**src/verilog/comparator_control_defines.vh**
```
// register map, field positions and codes for the comparator control block
// assumes word-aligned AHB-Lite access with the register index in haddr[7:2]
//
// What this block does
// - raw result is high when the chosen positive input exceeds the negative one.
// - comparator result is synchronised before it shows as read-only bit 5.
// - mux enabled and converter off: channel codes 0 to 7 pick the negative input.
// - mux disabled or converter on: dedicated negative pin drives the negative input.
// - mux-enable sits at bit 6 of converter control b.
// - bit 6 set picks the internal bandgap as positive input, else the pin.
// - writing one to bit 7 powers the comparator down, allowed any time.
// - mode bits 1:0 pick toggle, falling or rising edge; 01 is reserved.
// - hardware sets the flag at bit 4 on the selected synchronised event.
// - flag clears when its vector is taken or on a written one.
// - interrupt request only when flag, enable bit 3 and global enable are set.
// - bit 2 routes the comparator output to the timer capture front end.
// - a set input-buffer disable bit forces the matching port input bit to zero.
// - converter counts as on only while its enable bit is one.
`ifndef COMPARATOR_CONTROL_DEFINES_VH
`define COMPARATOR_CONTROL_DEFINES_VH

// register indices; byte address is four times the index
`define IDX_INPUT_BUFFER_DISABLE 6'h01
`define IDX_COMPARATOR_CONTROL_STATUS 6'h08
`define IDX_CONVERTER_MUX_SELECT 6'h0C
`define IDX_CONVERTER_CONTROL_A 6'h0D
`define IDX_CONVERTER_CONTROL_B 6'h0E

// comparator control status fields
`define CCS_POWER_OFF 7
`define CCS_BANDGAP 6
`define CCS_RESULT 5
`define CCS_FLAG 4
`define CCS_INT_EN 3
`define CCS_CAPTURE 2
`define CCS_MODE_HI 1
`define CCS_MODE_LO 0

// converter register fields
`define CCA_CONVERTER_EN 7
`define CCB_MUX_EN 6
`define MUX_SEL_HI 4
`define MUX_SEL_LO 0
`define MUX_SEL_W 5
`define MUX_CHAN_MAX 5'h07

// event modes
`define MODE_TOGGLE 2'h0
`define MODE_RESERVED 2'h1
`define MODE_FALL 2'h2
`define MODE_RISE 2'h3

// ahb transfer type and response code
`define HTRANS_NONSEQ 2'h2
`define HRESP_OKAY 1'h0

// reset values
`define RST_BYTE 8'h00
`define RST_WORD 32'h00000000

`endif

```
**src/verilog/level_sync.v**
```verilog
// two-stage synchroniser for a group of independent levels
// assumes each bit is a slow level; bits are not coherent with each other
`timescale 1ns/1ps
module level_sync #(
  parameter W = 1
) (
  // clock and reset
  input wire hclk,
  input wire hresetn,
  // levels
  input wire [W-1:0] async_in,
  output wire [W-1:0] sync_out
);

  reg [W-1:0] meta_r;
  reg [W-1:0] stable_r;

  // first stage feeds only the second
  always @(posedge hclk or negedge hresetn) begin
    if (!hresetn) begin
      meta_r <= {W{1'b0}};
      stable_r <= {W{1'b0}};
    end else begin
      meta_r <= async_in;
      stable_r <= meta_r;
    end
  end

  assign sync_out = stable_r;

endmodule // level_sync

```
**src/verilog/comparator_control.v**
```verilog
// comparator control: input selection, result sync, event flag, capture route
// assumes an analog comparator macro that returns a raw result level and takes
// the selection and power controls below; AHB-Lite slave, single master
//
// Implementation choice: the AHB-Lite interface to the registers.
`timescale 1ns/1ps
`include "comparator_control_defines.vh"
module comparator_control (
  // clock and reset
  input wire hclk,
  input wire hresetn,
  // ahb-lite slave
  input wire hsel,
  input wire [7:0] haddr,
  input wire [1:0] htrans,
  input wire hwrite,
  input wire [2:0] hsize,
  input wire hready,
  input wire [31:0] hwdata,
  output reg [31:0] hrdata,
  output reg hreadyout,
  output reg hresp,
  // analog comparator macro
  input wire comp_raw,
  output reg comparator_power_off,
  output reg bandgap_select,
  output reg neg_from_pin,
  output reg [7:0] neg_channel_sel,
  // cpu side
  input wire global_int_enable,
  input wire irq_ack,
  output reg irq,
  // timer capture front end
  output reg capture_route_enable,
  output reg capture_in,
  // port pins and their digital input buffers
  input wire [7:0] analog_channel_pins,
  output reg [7:0] input_buffer_off,
  output reg [7:0] port_in_value
);

  // software visible state
  reg [7:0] input_buffer_disable_r;
  reg [7:0] input_buffer_disable_nxt;
  reg power_off_r;
  reg power_off_nxt;
  reg bandgap_r;
  reg bandgap_nxt;
  reg flag_r;
  reg flag_nxt;
  reg int_en_r;
  reg int_en_nxt;
  reg capture_r;
  reg capture_nxt;
  reg [1:0] mode_r;
  reg [1:0] mode_nxt;
  reg [`MUX_SEL_W-1:0] channel_select_r;
  reg [`MUX_SEL_W-1:0] channel_select_nxt;
  reg converter_enable_r;
  reg converter_enable_nxt;
  reg neg_input_mux_enable_r;
  reg neg_input_mux_enable_nxt;

  // bus data phase state
  reg wr_pend_r;
  reg [5:0] wr_idx_r;

  // comparator result path
  reg result_prev_r;
  wire result_sync;
  wire [7:0] pins_sync;
  wire comp_gated;
  reg event_hit;
  wire addr_ok;
  wire wr_ccs;
  wire [5:0] rd_idx;
  reg [7:0] rd_byte;
  reg [7:0] ccs_view;
  wire mux_active;

  // a powered-down comparator gives no valid answer; hold it low
  assign comp_gated = comp_raw & ~power_off_r;

  // result crosses into hclk before anyone looks at it
  level_sync #(
    .W(1)
  ) u_result_sync (
    .hclk(hclk),
    .hresetn(hresetn),
    .async_in(comp_gated),
    .sync_out(result_sync)
  );

  // port pins cross the same way
  level_sync #(
    .W(8)
  ) u_pin_sync (
    .hclk(hclk),
    .hresetn(hresetn),
    .async_in(analog_channel_pins),
    .sync_out(pins_sync)
  );

  // event detection against the previous synchronised value
  always @* begin
    case (mode_r)
      `MODE_TOGGLE: event_hit = result_sync ^ result_prev_r;
      `MODE_FALL: event_hit = result_prev_r & ~result_sync;
      `MODE_RISE: event_hit = ~result_prev_r & result_sync;
      default: event_hit = 1'b0; // reserved code raises nothing
    endcase
  end

  // address phase decode; only accepted when the bus is ready
  assign addr_ok = hsel & hready & (htrans == `HTRANS_NONSEQ);
  assign rd_idx = haddr[7:2];
  assign wr_ccs = wr_pend_r & (wr_idx_r == `IDX_COMPARATOR_CONTROL_STATUS);

  // next state of every software register, including the write in data phase
  always @* begin
    input_buffer_disable_nxt = input_buffer_disable_r;
    power_off_nxt = power_off_r;
    bandgap_nxt = bandgap_r;
    int_en_nxt = int_en_r;
    capture_nxt = capture_r;
    mode_nxt = mode_r;
    channel_select_nxt = channel_select_r;
    converter_enable_nxt = converter_enable_r;
    neg_input_mux_enable_nxt = neg_input_mux_enable_r;
    if (wr_pend_r) begin
      case (wr_idx_r)
        `IDX_INPUT_BUFFER_DISABLE: input_buffer_disable_nxt = hwdata[7:0];
        `IDX_COMPARATOR_CONTROL_STATUS: begin
          power_off_nxt = hwdata[`CCS_POWER_OFF];
          bandgap_nxt = hwdata[`CCS_BANDGAP];
          int_en_nxt = hwdata[`CCS_INT_EN];
          capture_nxt = hwdata[`CCS_CAPTURE];
          mode_nxt = hwdata[`CCS_MODE_HI:`CCS_MODE_LO];
        end
        `IDX_CONVERTER_MUX_SELECT: channel_select_nxt = hwdata[`MUX_SEL_HI:`MUX_SEL_LO];
        `IDX_CONVERTER_CONTROL_A: converter_enable_nxt = hwdata[`CCA_CONVERTER_EN];
        `IDX_CONVERTER_CONTROL_B: neg_input_mux_enable_nxt = hwdata[`CCB_MUX_EN];
        default: ;
      endcase
    end
    // flag: a fresh event beats a clear in the same cycle
    flag_nxt = flag_r;
    if (irq_ack | (wr_ccs & hwdata[`CCS_FLAG])) begin
      flag_nxt = 1'b0;
    end
    if (event_hit) begin
      flag_nxt = 1'b1;
    end
  end

  // read view of the status register, built from next state so a read right
  // after a write sees the written value
  always @* begin
    ccs_view = `RST_BYTE;
    ccs_view[`CCS_POWER_OFF] = power_off_nxt;
    ccs_view[`CCS_BANDGAP] = bandgap_nxt;
    ccs_view[`CCS_RESULT] = result_sync;
    ccs_view[`CCS_FLAG] = flag_nxt;
    ccs_view[`CCS_INT_EN] = int_en_nxt;
    ccs_view[`CCS_CAPTURE] = capture_nxt;
    ccs_view[`CCS_MODE_HI:`CCS_MODE_LO] = mode_nxt;
  end

  // read mux; unmapped words read zero
  always @* begin
    rd_byte = `RST_BYTE;
    case (rd_idx)
      `IDX_INPUT_BUFFER_DISABLE: rd_byte = input_buffer_disable_nxt;
      `IDX_COMPARATOR_CONTROL_STATUS: rd_byte = ccs_view;
      `IDX_CONVERTER_MUX_SELECT: rd_byte[`MUX_SEL_HI:`MUX_SEL_LO] = channel_select_nxt;
      `IDX_CONVERTER_CONTROL_A: rd_byte[`CCA_CONVERTER_EN] = converter_enable_nxt;
      `IDX_CONVERTER_CONTROL_B: rd_byte[`CCB_MUX_EN] = neg_input_mux_enable_nxt;
      default: rd_byte = `RST_BYTE;
    endcase
  end

  // the multiplexer may be borrowed only while the converter is off
  assign mux_active = neg_input_mux_enable_nxt & ~converter_enable_nxt
    & (channel_select_nxt <= `MUX_CHAN_MAX);

  // bus slave: zero wait states, always okay
  always @(posedge hclk or negedge hresetn) begin
    if (!hresetn) begin
      wr_pend_r <= 1'b0;
      wr_idx_r <= 6'h00;
      hrdata <= `RST_WORD;
      hreadyout <= 1'b1;
      hresp <= `HRESP_OKAY;
    end else begin
      hreadyout <= 1'b1;
      hresp <= `HRESP_OKAY;
      wr_pend_r <= addr_ok & hwrite;
      wr_idx_r <= rd_idx;
      if (addr_ok & ~hwrite) begin
        hrdata <= {24'h000000, rd_byte};
      end
    end
  end

  // control and status registers
  always @(posedge hclk or negedge hresetn) begin
    if (!hresetn) begin
      input_buffer_disable_r <= `RST_BYTE;
      power_off_r <= 1'b0;
      bandgap_r <= 1'b0;
      flag_r <= 1'b0;
      int_en_r <= 1'b0;
      capture_r <= 1'b0;
      mode_r <= `MODE_TOGGLE;
      channel_select_r <= {`MUX_SEL_W{1'b0}};
      converter_enable_r <= 1'b0;
      neg_input_mux_enable_r <= 1'b0;
      result_prev_r <= 1'b0;
    end else begin
      input_buffer_disable_r <= input_buffer_disable_nxt;
      power_off_r <= power_off_nxt;
      bandgap_r <= bandgap_nxt;
      flag_r <= flag_nxt;
      int_en_r <= int_en_nxt;
      capture_r <= capture_nxt;
      mode_r <= mode_nxt;
      channel_select_r <= channel_select_nxt;
      converter_enable_r <= converter_enable_nxt;
      neg_input_mux_enable_r <= neg_input_mux_enable_nxt;
      result_prev_r <= result_sync;
    end
  end

  // outputs, each from its own flop
  always @(posedge hclk or negedge hresetn) begin
    if (!hresetn) begin
      irq <= 1'b0;
      comparator_power_off <= 1'b0;
      bandgap_select <= 1'b0;
      neg_from_pin <= 1'b1;
      neg_channel_sel <= `RST_BYTE;
      capture_route_enable <= 1'b0;
      capture_in <= 1'b0;
      input_buffer_off <= `RST_BYTE;
      port_in_value <= `RST_BYTE;
    end else begin
      irq <= flag_nxt & int_en_nxt & global_int_enable;
      comparator_power_off <= power_off_nxt;
      bandgap_select <= bandgap_nxt;
      neg_from_pin <= ~mux_active;
      // one-hot channel pick; all zero whenever the pin is used
      neg_channel_sel <= mux_active ? (8'h01 << channel_select_nxt[2:0]) : `RST_BYTE;
      capture_route_enable <= capture_nxt;
      capture_in <= capture_nxt & result_sync;
      input_buffer_off <= input_buffer_disable_nxt;
      port_in_value <= pins_sync & ~input_buffer_disable_nxt;
    end
  end

endmodule // comparator_control

```
**config.mk**
```make
export PLATFORM = sky130hd
export DESIGN_NAME = comparator_control
export DESIGN_NICKNAME = d
export VERILOG_FILES = /design/src/verilog/level_sync.v /design/src/verilog/comparator_control.v
export VERILOG_INCLUDE_DIRS = /design/src /design/src/verilog
export SDC_FILE = /design/constraint.sdc
export NUM_CORES = 1
export LEC_CHECK = 0
export BUFFER_PORTS_ARGS = -buffer_cell sky130_fd_sc_hd__clkbuf_2
export CAP_MARGIN = 20
export CORE_ASPECT_RATIO = 1.4
export CORE_MARGIN = 2
export CORE_UTILIZATION = 52
export DETAILED_ROUTE_END_ITERATION = 6
export HOLD_SLACK_MARGIN = 0.1
export PLACE_DENSITY = 0.85
export SYNTH_ARGS = -nofsm -noshare
export SYNTH_HDL_FRONTEND = slang
export SYNTH_SLANG_ARGS = --single-unit
```
**constraint.sdc**
```tcl
create_clock -name hclk -period 3.7 [get_ports hclk]
set_input_delay 0.555 -clock hclk [delete_from_list [all_inputs] [get_ports hclk]]
set_output_delay 0.555 -clock hclk [all_outputs]
set_load 0.02 [all_outputs]
```
==> reports/metrics.cfg, run 1 <==
[global_route]
grt_pass1_wl_um = 9430
globalRouteOverflowTotal = 0
track_usage = 0.189
grt_max_degree = 76
grt_pass1_vias = 1976
antenna_found_initial = 0

[cts]
cts_tree = yes
clk_pin_slew_worst_paths_ns = 0.07
post_cts_resized = 0
cts_sinks = 75
clock_tree.root_cell = clkbuf_8
ctsHoldBuffers = 0
numCtsBuffers = 9
htree_levels = 3
clock_tree.buffer_depth = 2
cts_setup_buffers = 0
worstSkewPairLatency_ns = 0.35

[power]
leakagePower_nw = 1.89
power_density_nw_per_um2 = 448
power_mw = 1.65
ir_worst_vdd_mv = 0.261

[sta]
slew_headroom = 0.390
period_needed_ns = 1.93
rsz0062_at_grt = false
fin_setup_tns_ns = 0
final_max_slew_viol_count = 0
hold_viol = 0
post-route-period-util = 0.522
finClkSkew_ns = 0.00980
tightest_slew_ns = 0.915
setup_viol = 0
fmax_ghz = 0.517

[floorplanning]
die_w_um = 70.1
fp.coreArea_um2 = 5900
dieArea_um2 = 6770
rows = 33
io_pins = 125
start_util = 0.539
die_y_um = 96.5

[route]
post_drt_wl_per_cell_um = 14.8
detail-route-antenna-nets = 0
drc_errors = 0
drt_iter0_markers = 129
first_pass_iters = 4
routed_wl_um = 6090
vias_per_cell = 5.04
dr_total_vias = 2077

[layout]
final-seq-area_um2 = 1880
fin_nets = 401
area_delta_synth_final_pct = 16.0
diodes = 0
final_cell_mix = 74 x dfrtp_1, 68 x clkbuf_2, 26 x conb_1, 25 x nor2_1
drive_gt1_frac = 0.336
fill_cells = 478
multi_input_area_um2 = 1120
layout_commonest_cell = dfrtp_1

[yosys]
avgSynthCellArea_um2 = 12.0
synthArstFlopShare = 1.00
yosysWarnings = 0
synth_cell_types = 48
seq_area_frac_synth = 0.590
syn_inst = 264
synthFlopType = dfrtp_1
ys_ff_latch = 75
synth_area_um2 = 3180
synth_edf_count = 0

[worst_setup_path]
critPathKind = reg -> reg
cp-end-kind = flop
worstSetupStartpointType = flop
crit_arrival_ns = 2.15
path_max_fanout = 8
worstPathRequired_ns = 3.92

[hold_path]
hold_path_class = in -> reg

[job]
drv_cap = 0

[outcome]
status = finished clean

[placed_design]
numPortBuffers = 69
dp_hpwl_um = 4500
finalWeightedCongestion = 0.822

[per-stage QoR]
step                      worst slack [ns]  cells   util  instance area, µm²  hold slack [ns]
after floorplan                       1.96    288      -                3270            0.259
after global placement                1.64    397  0.592                3490            0.331
after detailed placement              1.61    397  0.592                3490            0.336
after CTS                             1.77    412  0.625                3690            0.303
after global routing                  1.67    412  0.625                3690            0.298
final                                 1.77    412  0.625                3690            0.313
[critical path, cell delays in order, from the launching register on]
cell      delay (ns)
dfrtp_1         0.42
nor4b_4         0.41
nand2_4         0.21
mux2_4          0.37
a221oi_2        0.29
o21ai_1         0.11
[cells in the mapped netlist, drive strengths merged, types with 3 or more instances]
| library cell | number | share of area |
|---|---|---|
| inv | 16 | 0.019 |
| and2 | 3 | 0.0059 |
| dfrtp | 74 | 0.58 |
| nand3 | 10 | 0.016 |
| nand2 | 19 | 0.026 |
| clkbuf | 3 | 0.0035 |
| mux2 | 17 | 0.068 |
| nand2b | 6 | 0.012 |
| nor2b | 3 | 0.0059 |
| o211ai | 3 | 0.0071 |
| nor3b | 4 | 0.015 |
| a21oi | 5 | 0.0079 |
| buf | 27 | 0.063 |
| nor3 | 7 | 0.013 |
| a221oi | 4 | 0.019 |
| nor2 | 25 | 0.030 |
| a22oi | 3 | 0.0071 |
| mux2i | 3 | 0.0094 |
| o21ai | 4 | 0.0063 |
| or3 | 3 | 0.0059 |
[area by class of cell]
class                           count  share of cell area
Timing Repair Buffer               69              0.0943
Inverter                           16              0.0163
Clock buffer                       13              0.0431
Multi-Input combinational cell    167               0.304
Clock inverter                      2             0.00950
Tap cell                           70              0.0237
Sequential cell                    75               0.509
[power breakdown]
group	switching, mW	internal, mW
logic	0.109	0.0512
clock network	0.275	0.344
registers	0.0184	0.855
[logic make-up (layout without fill, tap and decap cells)]
group                    after synthesis  after routing  share of synthesized area
flip-flops                            75             75                      0.590
XOR/XNOR                               2              2                    0.00551
AO/OA/AOI/OAI                         26             26                     0.0685
other                                  2             26                    0.00236
buffers and inverters                 46            100                     0.0854
AND/OR/NAND/NOR                       91             91                      0.162
multiplexers                          20             20                     0.0779
adder cells (fa/ha/maj)                2              2                    0.00787
[sequential cells by signal (all words and copies together), names as in the netlist, 2 cells and up]
signal	flops
port_in_value	8
u_pin_sync.sync_out	8
wr_idx_r	6
hrdata	8
mode_r	2
input_buffer_off	8
channel_select_r	5
neg_channel_sel	8
u_pin_sync.meta_r	8
[worst paths after layout]
check                                        from                     end  slack, ns  cells past startpoint
max                                   wr_idx_r[5]               hrdata[4]       1.77                      5
min                        analog_channel_pins[7]    u_pin_sync.meta_r[7]       0.31                      1
max reg2reg                           wr_idx_r[5]               hrdata[4]       1.77                      5
min reg2reg                  u_result_sync.meta_r  u_result_sync.sync_out       0.34                      0
max in group asynchronous                 hresetn  u_pin_sync.sync_out[7]       2.76                      1
min in group asynchronous                 hresetn      neg_channel_sel[6]       0.33                      1
[layer usage]
metal	global-route usage	vias to the layer above	wire, µm
met5	0	-	0
met4	0.101	0	109
met3	0.0498	8	378
met2	0.333	81	3190
met1	0.210	1006	2420
li1	-	982	-
Note: power is estimated with default switching activity, not from simulation.
==> inputs of run 2 (changes only) <==
--- a/config.mk
+++ b/config.mk
@@ -6,14 +6,15 @@
 export SDC_FILE = /design/constraint.sdc
 export NUM_CORES = 1
 export LEC_CHECK = 0
+export ABC_AREA = 1
 export BUFFER_PORTS_ARGS = -buffer_cell sky130_fd_sc_hd__clkbuf_2
 export CAP_MARGIN = 20
 export CORE_ASPECT_RATIO = 1.4
 export CORE_MARGIN = 2
-export CORE_UTILIZATION = 52
+export CORE_UTILIZATION = 44
 export DETAILED_ROUTE_END_ITERATION = 6
 export HOLD_SLACK_MARGIN = 0.1
-export PLACE_DENSITY = 0.85
+export PLACE_DENSITY = 0.76
 export SYNTH_ARGS = -nofsm -noshare
 export SYNTH_HDL_FRONTEND = slang
 export SYNTH_SLANG_ARGS = --single-unit
==> constraint.sdc (replaced) <==
create_clock -name hclk -period 1.65 [get_ports hclk]
set_input_delay 0.2475 -clock hclk [delete_from_list [all_inputs] [get_ports hclk]]
set_output_delay 0.2475 -clock hclk [all_outputs]
set_load 0.02 [all_outputs]
==> reports/metrics.cfg, run 2 <==
[outcome]
status = finished clean

[power]
combPwrFrac = 0.100  ; +0.003
power_mw = 3.52  ; +110%
switching_share = 0.250  ; +0.00612
clkPwrFrac = 0.353  ; -0.022
intPower_mw = 2.64  ; +110%
p_switching_uw = 881  ; +120%
leakagePower_nw = 2.32  ; +23%
ir_worst_vdd_mv = 0.370  ; +42%
seqPwrFrac = 0.547  ; +0.019
power_density_nw_per_um2 = 873  ; +95%

[sta]
final_max_slew_viol_count = 0  ; unchanged
hold_viol = 0  ; unchanged
period_needed_ns = 1.59
finClkSkew_ns = 0.00557  ; -0.00422 ns
rsz0062_at_grt = true
fin_ws_ns = 0.0624  ; -1.70 ns
post-route-period-util = 0.962
setup_viol = 0  ; unchanged
fmax_ghz = 0.630

[cts]
clock_tree.buffer_depth = 2  ; unchanged
clock_tree.root_cell = clkbuf_8
worstSkewPairLatency_ns = 0.35  ; about the same
clk_pin_slew_worst_paths_ns = 0.07  ; about the same
cts_sinks = 75  ; unchanged
cts_tree = yes
numCtsBuffers = 9  ; unchanged
htree_levels = 3  ; unchanged

[floorplanning]
dieArea_um2 = 8180  ; +21%
fp.coreArea_um2 = 7310  ; +24%
die_w_um = 77.0  ; +9.8%
rows = 37  ; +12%
start_util = 0.449  ; -0.0900
die_y_um = 106  ; +10%
io_pins = 125  ; unchanged

[layout]
fill_cells = 713  ; +49%
diodes = 0  ; unchanged
final_cells = 549  ; +33%
drive_gt1_frac = 0.252  ; -0.0840
design_area_um2 = 4040  ; +9.4%
fin_nets = 510  ; +27%
layout_commonest_cell = dfrtp_1
final_cell_mix = 74 x dfrtp_1, 71 x nand2_1, 66 x clkbuf_2, 61 x inv_1, 46 x nand3_1
multi_input_area_um2 = 1070  ; -4.6%
final-seq-area_um2 = 1880  ; unchanged
area_delta_synth_final_pct = 23.0
final_util = 0.552  ; -0.0729

[yosys]
synth_edf_count = 0  ; unchanged
synth.most_common_cell = dfrtp_1
avgSynthCellArea_um2 = 9.35  ; -22%
syn_inst = 351  ; +33%
ys_top_cells_by_count = 74 x dfrtp_1, 71 x nand2_1, 61 x inv_1
synth_area_leaders = dfrtp_1 56%, nand2_1 8.1%, nand3_1 7.2%
ys_ff_latch = 75  ; unchanged
netlist.area_leader.share = 0.564  ; -0.0180
synth_area_um2 = 3280  ; +3.2%
synth_cell_types = 30  ; -38%
synthArstFlopShare = 1.00  ; unchanged
yosys.area.top_type = dfrtp_1
seq_area_frac_synth = 0.572  ; -0.0182
synthFlopType = dfrtp_1
yosysWarnings = 0  ; unchanged

[worst_setup_path]
crit_arrival_ns = 1.87  ; -0.28 ns
path_cells = dlygate4sd3_1, buf_4, or2_4, nor3_4, buf_6, nand3_1, nand3_1, nand2_1, nand2_1
critPathKind = in -> reg
slowest_stage = dlygate4sd3_1
worstPathRequired_ns = 1.94  ; -1.98 ns
worstSetupStartpointType = primary input
path_max_fanout = 8  ; unchanged
slowest_delay_ns = 0.53  ; +0.11 ns
cp-end-kind = flop

[route]
wl_met1_um = 2490  ; +2.9%
met3WireLength_um = 368  ; -2.6%
routed-wl-met2_um = 3630  ; +14%
post_drt_wl_per_cell_um = 12.4  ; -16%
drc_errors = 0  ; unchanged
dr_total_vias = 2504  ; +21%
highest_layer = met4
detail-route-antenna-nets = 0  ; unchanged
routed_wl_um = 6780  ; +11%
vias_per_cell = 4.56  ; -9.5%
first_pass_iters = 5  ; +1
drt_iter0_markers = 134  ; +3.9%

[hold_path]
hold_path_class = in -> reg

[placed_design]
numPortBuffers = 69  ; unchanged
placed_cells = 517  ; +30%
finalWeightedCongestion = 0.814  ; -0.96%
place_ws_ns = 0.146  ; -1.47 ns
dp_hpwl_um = 4980  ; +11%
dpl_cell_area_um2 = 3680  ; +5.3%

[global_route]
grt_pass1_vias = 2405  ; +22%
antenna_found_initial = 0  ; unchanged
track_usage = 0.179  ; -0.00971
grt_max_degree = 76  ; unchanged
grt_pass1_wl_um = 11100  ; +18%
globalRouteOverflowTotal = 0  ; unchanged

[job]
drv_cap = 0  ; unchanged

[run 2: cell types whose count changed in the layout (fill, tap and decap cells not counted), sizes merged, moves of 5 or more]
cell,delta
nand2b,-6
buf,+5
nand3,+39
dlygate4sd3,+16
nand2,+61
inv,+46
mux2,-17
and2,+9
[run 2: kinds of logic (layout without fill, tap and decap cells)]
family          after synthesis  after routing  share of synthesized area
simple gates                178            178                      0.273
buf+inv                      89            166                      0.134
flops                        75             75                      0.572
compound gates                5              5                     0.0111
fa+ha+maj                     2              2                    0.00762
other cells                   2             26                    0.00229
[run 2: worst paths after layout]
path | startpoint | end | slack (ns) | cells past startpoint
max | haddr[4] | hrdata[0] | 0.06 | 9
min | hwrite | wr_pend_r | 0.13 | 3
max reg2reg | wr_idx_r[1] | hrdata[2] | 0.14 | 9
min reg2reg | u_pin_sync.meta_r[0] | u_pin_sync.sync_out[0] | 0.35 | 0
max in group asynchronous | hresetn | neg_from_pin | 0.86 | 3
min in group asynchronous | hresetn | port_in_value[3] | 0.45 | 3
[run 2: layer usage]
metal / global-route usage / vias up
li1: - / 1204
met1: 0.193 / 1182
met2: 0.321 / 93
met3: 0.0323 / 25
met4: 0.115 / 0
met5: 0 / -
[run 2: critical path: cells and delay by family]
| kind | cells | cell delay [ns] |
|---|---|---|
| AND/OR/NAND/NOR | 6 | 0.78 |
| buffers and inverters | 3 | 0.83 |
[run 2: area by class of cell]
type | count | area share
well taps | 97 | 0.0301
inverters | 62 | 0.0577
clock buffers | 14 | 0.0403
clock inverters | 2 | 0.00248
multi-input cells | 211 | 0.265
flip-flops and latches | 75 | 0.465
repair buffers | 88 | 0.139
[run 2: what timing repair did]
action                                 4_1_cts  5_1_grt
buffers inserted                             0        1
gates resized for setup                      0        7
endpoints found under the hold margin       89        0
setup endpoints to repair                    0        7
hold buffers                                16        0
[run 2: power by group through the flow]
stage / logic, mW / registers [mW] / clock network, mW
floorplan: 0.201 / 1.99 / 0
global placement: 0.314 / 1.96 / 0
detailed placement: 0.322 / 1.96 / 0
CTS: 0.352 / 1.93 / 1.28
global route: 0.391 / 1.93 / 1.36
finish: 0.352 / 1.93 / 1.25
[run 2: stage by stage]
| stage | setup TNS, ns | hold WS [ns] |
|---|---|---|
| 2_1_floorplan | 0 | -0.0481 |
| 3_3_place_gp | 0 | 0.305 |
| 3_5_place_dp | 0 | 0.309 |
| 4_1_cts | 0 | 0.117 |
| 5_1_grt | -0.0406 | 0.139 |
| 6_report | 0 | 0.130 |
==> inputs of run 3 (changes only) <==
--- a/config.mk
+++ b/config.mk
@@ -15,6 +15,7 @@
 export DETAILED_ROUTE_END_ITERATION = 6
 export HOLD_SLACK_MARGIN = 0.1
 export PLACE_DENSITY = 0.76
+export REMOVE_ABC_BUFFERS = 1
 export SYNTH_ARGS = -nofsm -noshare
 export SYNTH_HDL_FRONTEND = slang
 export SYNTH_SLANG_ARGS = --single-unit
==> reports/metrics.cfg, run 3 (synthesis gave the netlist of run 2 again) <==
[layout]
diodes = 0  ; unchanged
multi_input_area_um2 = 1080  ; +0.70%
layout_commonest_cell = dfrtp_1
fin_nets = 516  ; +1.2%
drive_gt1_frac = 0.266  ; +0.0142
final_util = 0.570  ; +0.0178
design_area_um2 = 4170  ; +3.2%
fill_cells = 647  ; -9.3%
area_delta_synth_final_pct = 27.0
final_cells = 555  ; +1.1%
final_cell_mix = 74 x dfrtp_1, 70 x nand2_1, 68 x clkbuf_2, 61 x inv_1, 47 x nand3_1
final-seq-area_um2 = 1880  ; unchanged

[sta]
slew_headroom = 0.637
fin_ws_ns = 0.0967  ; +0.0342 ns
final_max_slew_viol_count = 0  ; unchanged
period_needed_ns = 1.55  ; -0.0342 ns
whs_ns = 0.128  ; -0.00201 ns
tightest_slew_ns = 0.545
setup_viol = 0  ; unchanged
hold_viol = 0  ; unchanged
post-route-period-util = 0.941  ; -0.0208
finClkSkew_ns = 0.00867  ; +0.00310 ns
fmax_ghz = 0.644  ; +2.2%
rsz0062_at_grt = true

[global_route]
globalRouteOverflowTotal = 0  ; unchanged
track_usage = 0.186  ; +0.00666
grt_pass1_wl_um = 11600  ; +4.2%
grt_max_degree = 27  ; -64%
antenna_found_initial = 0  ; unchanged
grt_pass1_vias = 2524  ; +4.9%

[power]
seqPwrFrac = 0.473  ; -0.074
switching_share = 0.235  ; -0.0151
clkPwrFrac = 0.438  ; +0.085
p_switching_uw = 956  ; +8.5%
ir_worst_vdd_mv = 0.427  ; +15%
combPwrFrac = 0.089  ; -0.011
power_density_nw_per_um2 = 977  ; +12%
intPower_mw = 3.12  ; +18%
leakagePower_nw = 2.40  ; +3.2%

[cts]
cts_sinks = 75  ; unchanged
clk_pin_slew_worst_paths_ns = 0.08  ; about the same
clock_tree.root_cell = clkbuf_8
htree_levels = 3  ; unchanged
cts_tree = yes
worstSkewPairLatency_ns = 0.35  ; about the same
clock_tree.buffer_depth = 2  ; unchanged
numCtsBuffers = 9  ; unchanged

[floorplanning]
rows = 37  ; unchanged
dieArea_um2 = 8180  ; unchanged
die_w_um = 77.0  ; unchanged
io_pins = 125  ; unchanged
die_y_um = 106  ; unchanged
start_util = 0.449  ; unchanged
fp.coreArea_um2 = 7310  ; unchanged

[job]
drv_cap = 0  ; unchanged

[hold_path]
hold_path_class = in -> reg

[route]
post_drt_wl_per_cell_um = 12.8  ; +3.5%
first_pass_iters = 5  ; unchanged
routed_wl_um = 7100  ; +4.7%
drt_iter0_markers = 210  ; +57%
dr_total_vias = 2506  ; +0.080%
drc_errors = 0  ; unchanged
vias_per_cell = 4.52  ; -1.0%
detail-route-antenna-nets = 0  ; unchanged

[placed_design]
dp_hpwl_um = 5230  ; +5.1%
placed_cells = 519  ; +0.39%
numPortBuffers = 69  ; unchanged
place_ws_ns = 0.0975  ; -0.0486 ns
finalWeightedCongestion = 0.801  ; -1.6%
dpl_cell_area_um2 = 3690  ; +0.41%

[worst_setup_path]
cpMostUsedCell = nand2_1
slowest_delay_ns = 0.52  ; about the same
crit_arrival_ns = 1.84  ; -0.03 ns
path_cells = dlygate4sd3_1, clkbuf_2, nand2_1, nor3_4, buf_4, nand3_1, nand3_1, nand2_1, nand2_1
cp-end-kind = flop
crit_buf_inv = 3  ; unchanged
worstSetupStartpointType = primary input
critical-path-top-delay-family = buffers and inverters
critPathKind = in -> reg
slowest_stage = dlygate4sd3_1
path_max_fanout = 4  ; -4
worstPathRequired_ns = 1.94  ; about the same

[outcome]
status = finished clean

[run 3: worst paths after layout]
path	to	startpoint	slack, ns	depth (start not counted)
hold reg to reg	u_result_sync.sync_out	u_result_sync.meta_r	0.35	0
max in group asynchronous	result_prev_r	hresetn	0.61	3
setup / recovery	hrdata[1]	haddr[2]	0.1	9
min in group asynchronous	u_pin_sync.meta_r[4]	hresetn	0.41	2
hold / removal	wr_pend_r	hwrite	0.13	3
setup reg to reg	hrdata[4]	wr_pend_r	0.15	10
[run 3: worst reg2reg max path, cell delays in order (launching register included)]
cell	delay, ns
dfrtp_1	0.44
nand2_2	0.12
nor2_8	0.27
nand2_4	0.13
nand2_1	0.10
nand3_1	0.08
nand2_1	0.08
inv_1	0.04
nand2_1	0.07
nand2_1	0.06
nand2_1	0.06
[run 3: per-layer routing]
metal / global-route usage / part of all wire / up-vias
li1: - / - / 1218
met1: 0.204 / 0.38 / 1182
met2: 0.348 / 0.54 / 88
met3: 0.0314 / 0.052 / 18
met4: 0.0829 / 0.027 / 0
met5: 0 / 0 / -
[run 3: power groups by stage]
| stage | clock (mW) | sequential [mW] | combinational (mW) |
|---|---|---|---|
| 5_1_grt | 1.88 | 1.93 | 0.399 |
| 3_3_place_gp | 0 | 1.96 | 0.317 |
| 4_1_cts | 1.80 | 1.93 | 0.357 |
| 2_1_floorplan | 0 | 1.99 | 0.154 |
| 3_5_place_dp | 0 | 1.96 | 0.325 |
| 6_report | 1.78 | 1.93 | 0.360 |
[run 3: layout make-up]
type,count,area share
sequential,75,0.451
multi-input combinational,211,0.259
clock inverter,5,0.0258
inverter,62,0.0559
timing repair buffer,94,0.144
clock buffer,11,0.0363
tap,97,0.0291
[run 3: timing repair]
item                       CTS  global route
setup endpoints to repair    0            11
resized for setup            0             5
hold buffers                16             0
hold endpoints to repair    34             0
setup buffers                0             4
[run 3: metrics by stage]
stage	setup TNS [ns]	total power, mW
floorplan	0	2.14
CTS	0	4.09
global placement	0	2.28
finish	0	4.07
detailed placement	0	2.29
global route	-0.0137	4.21
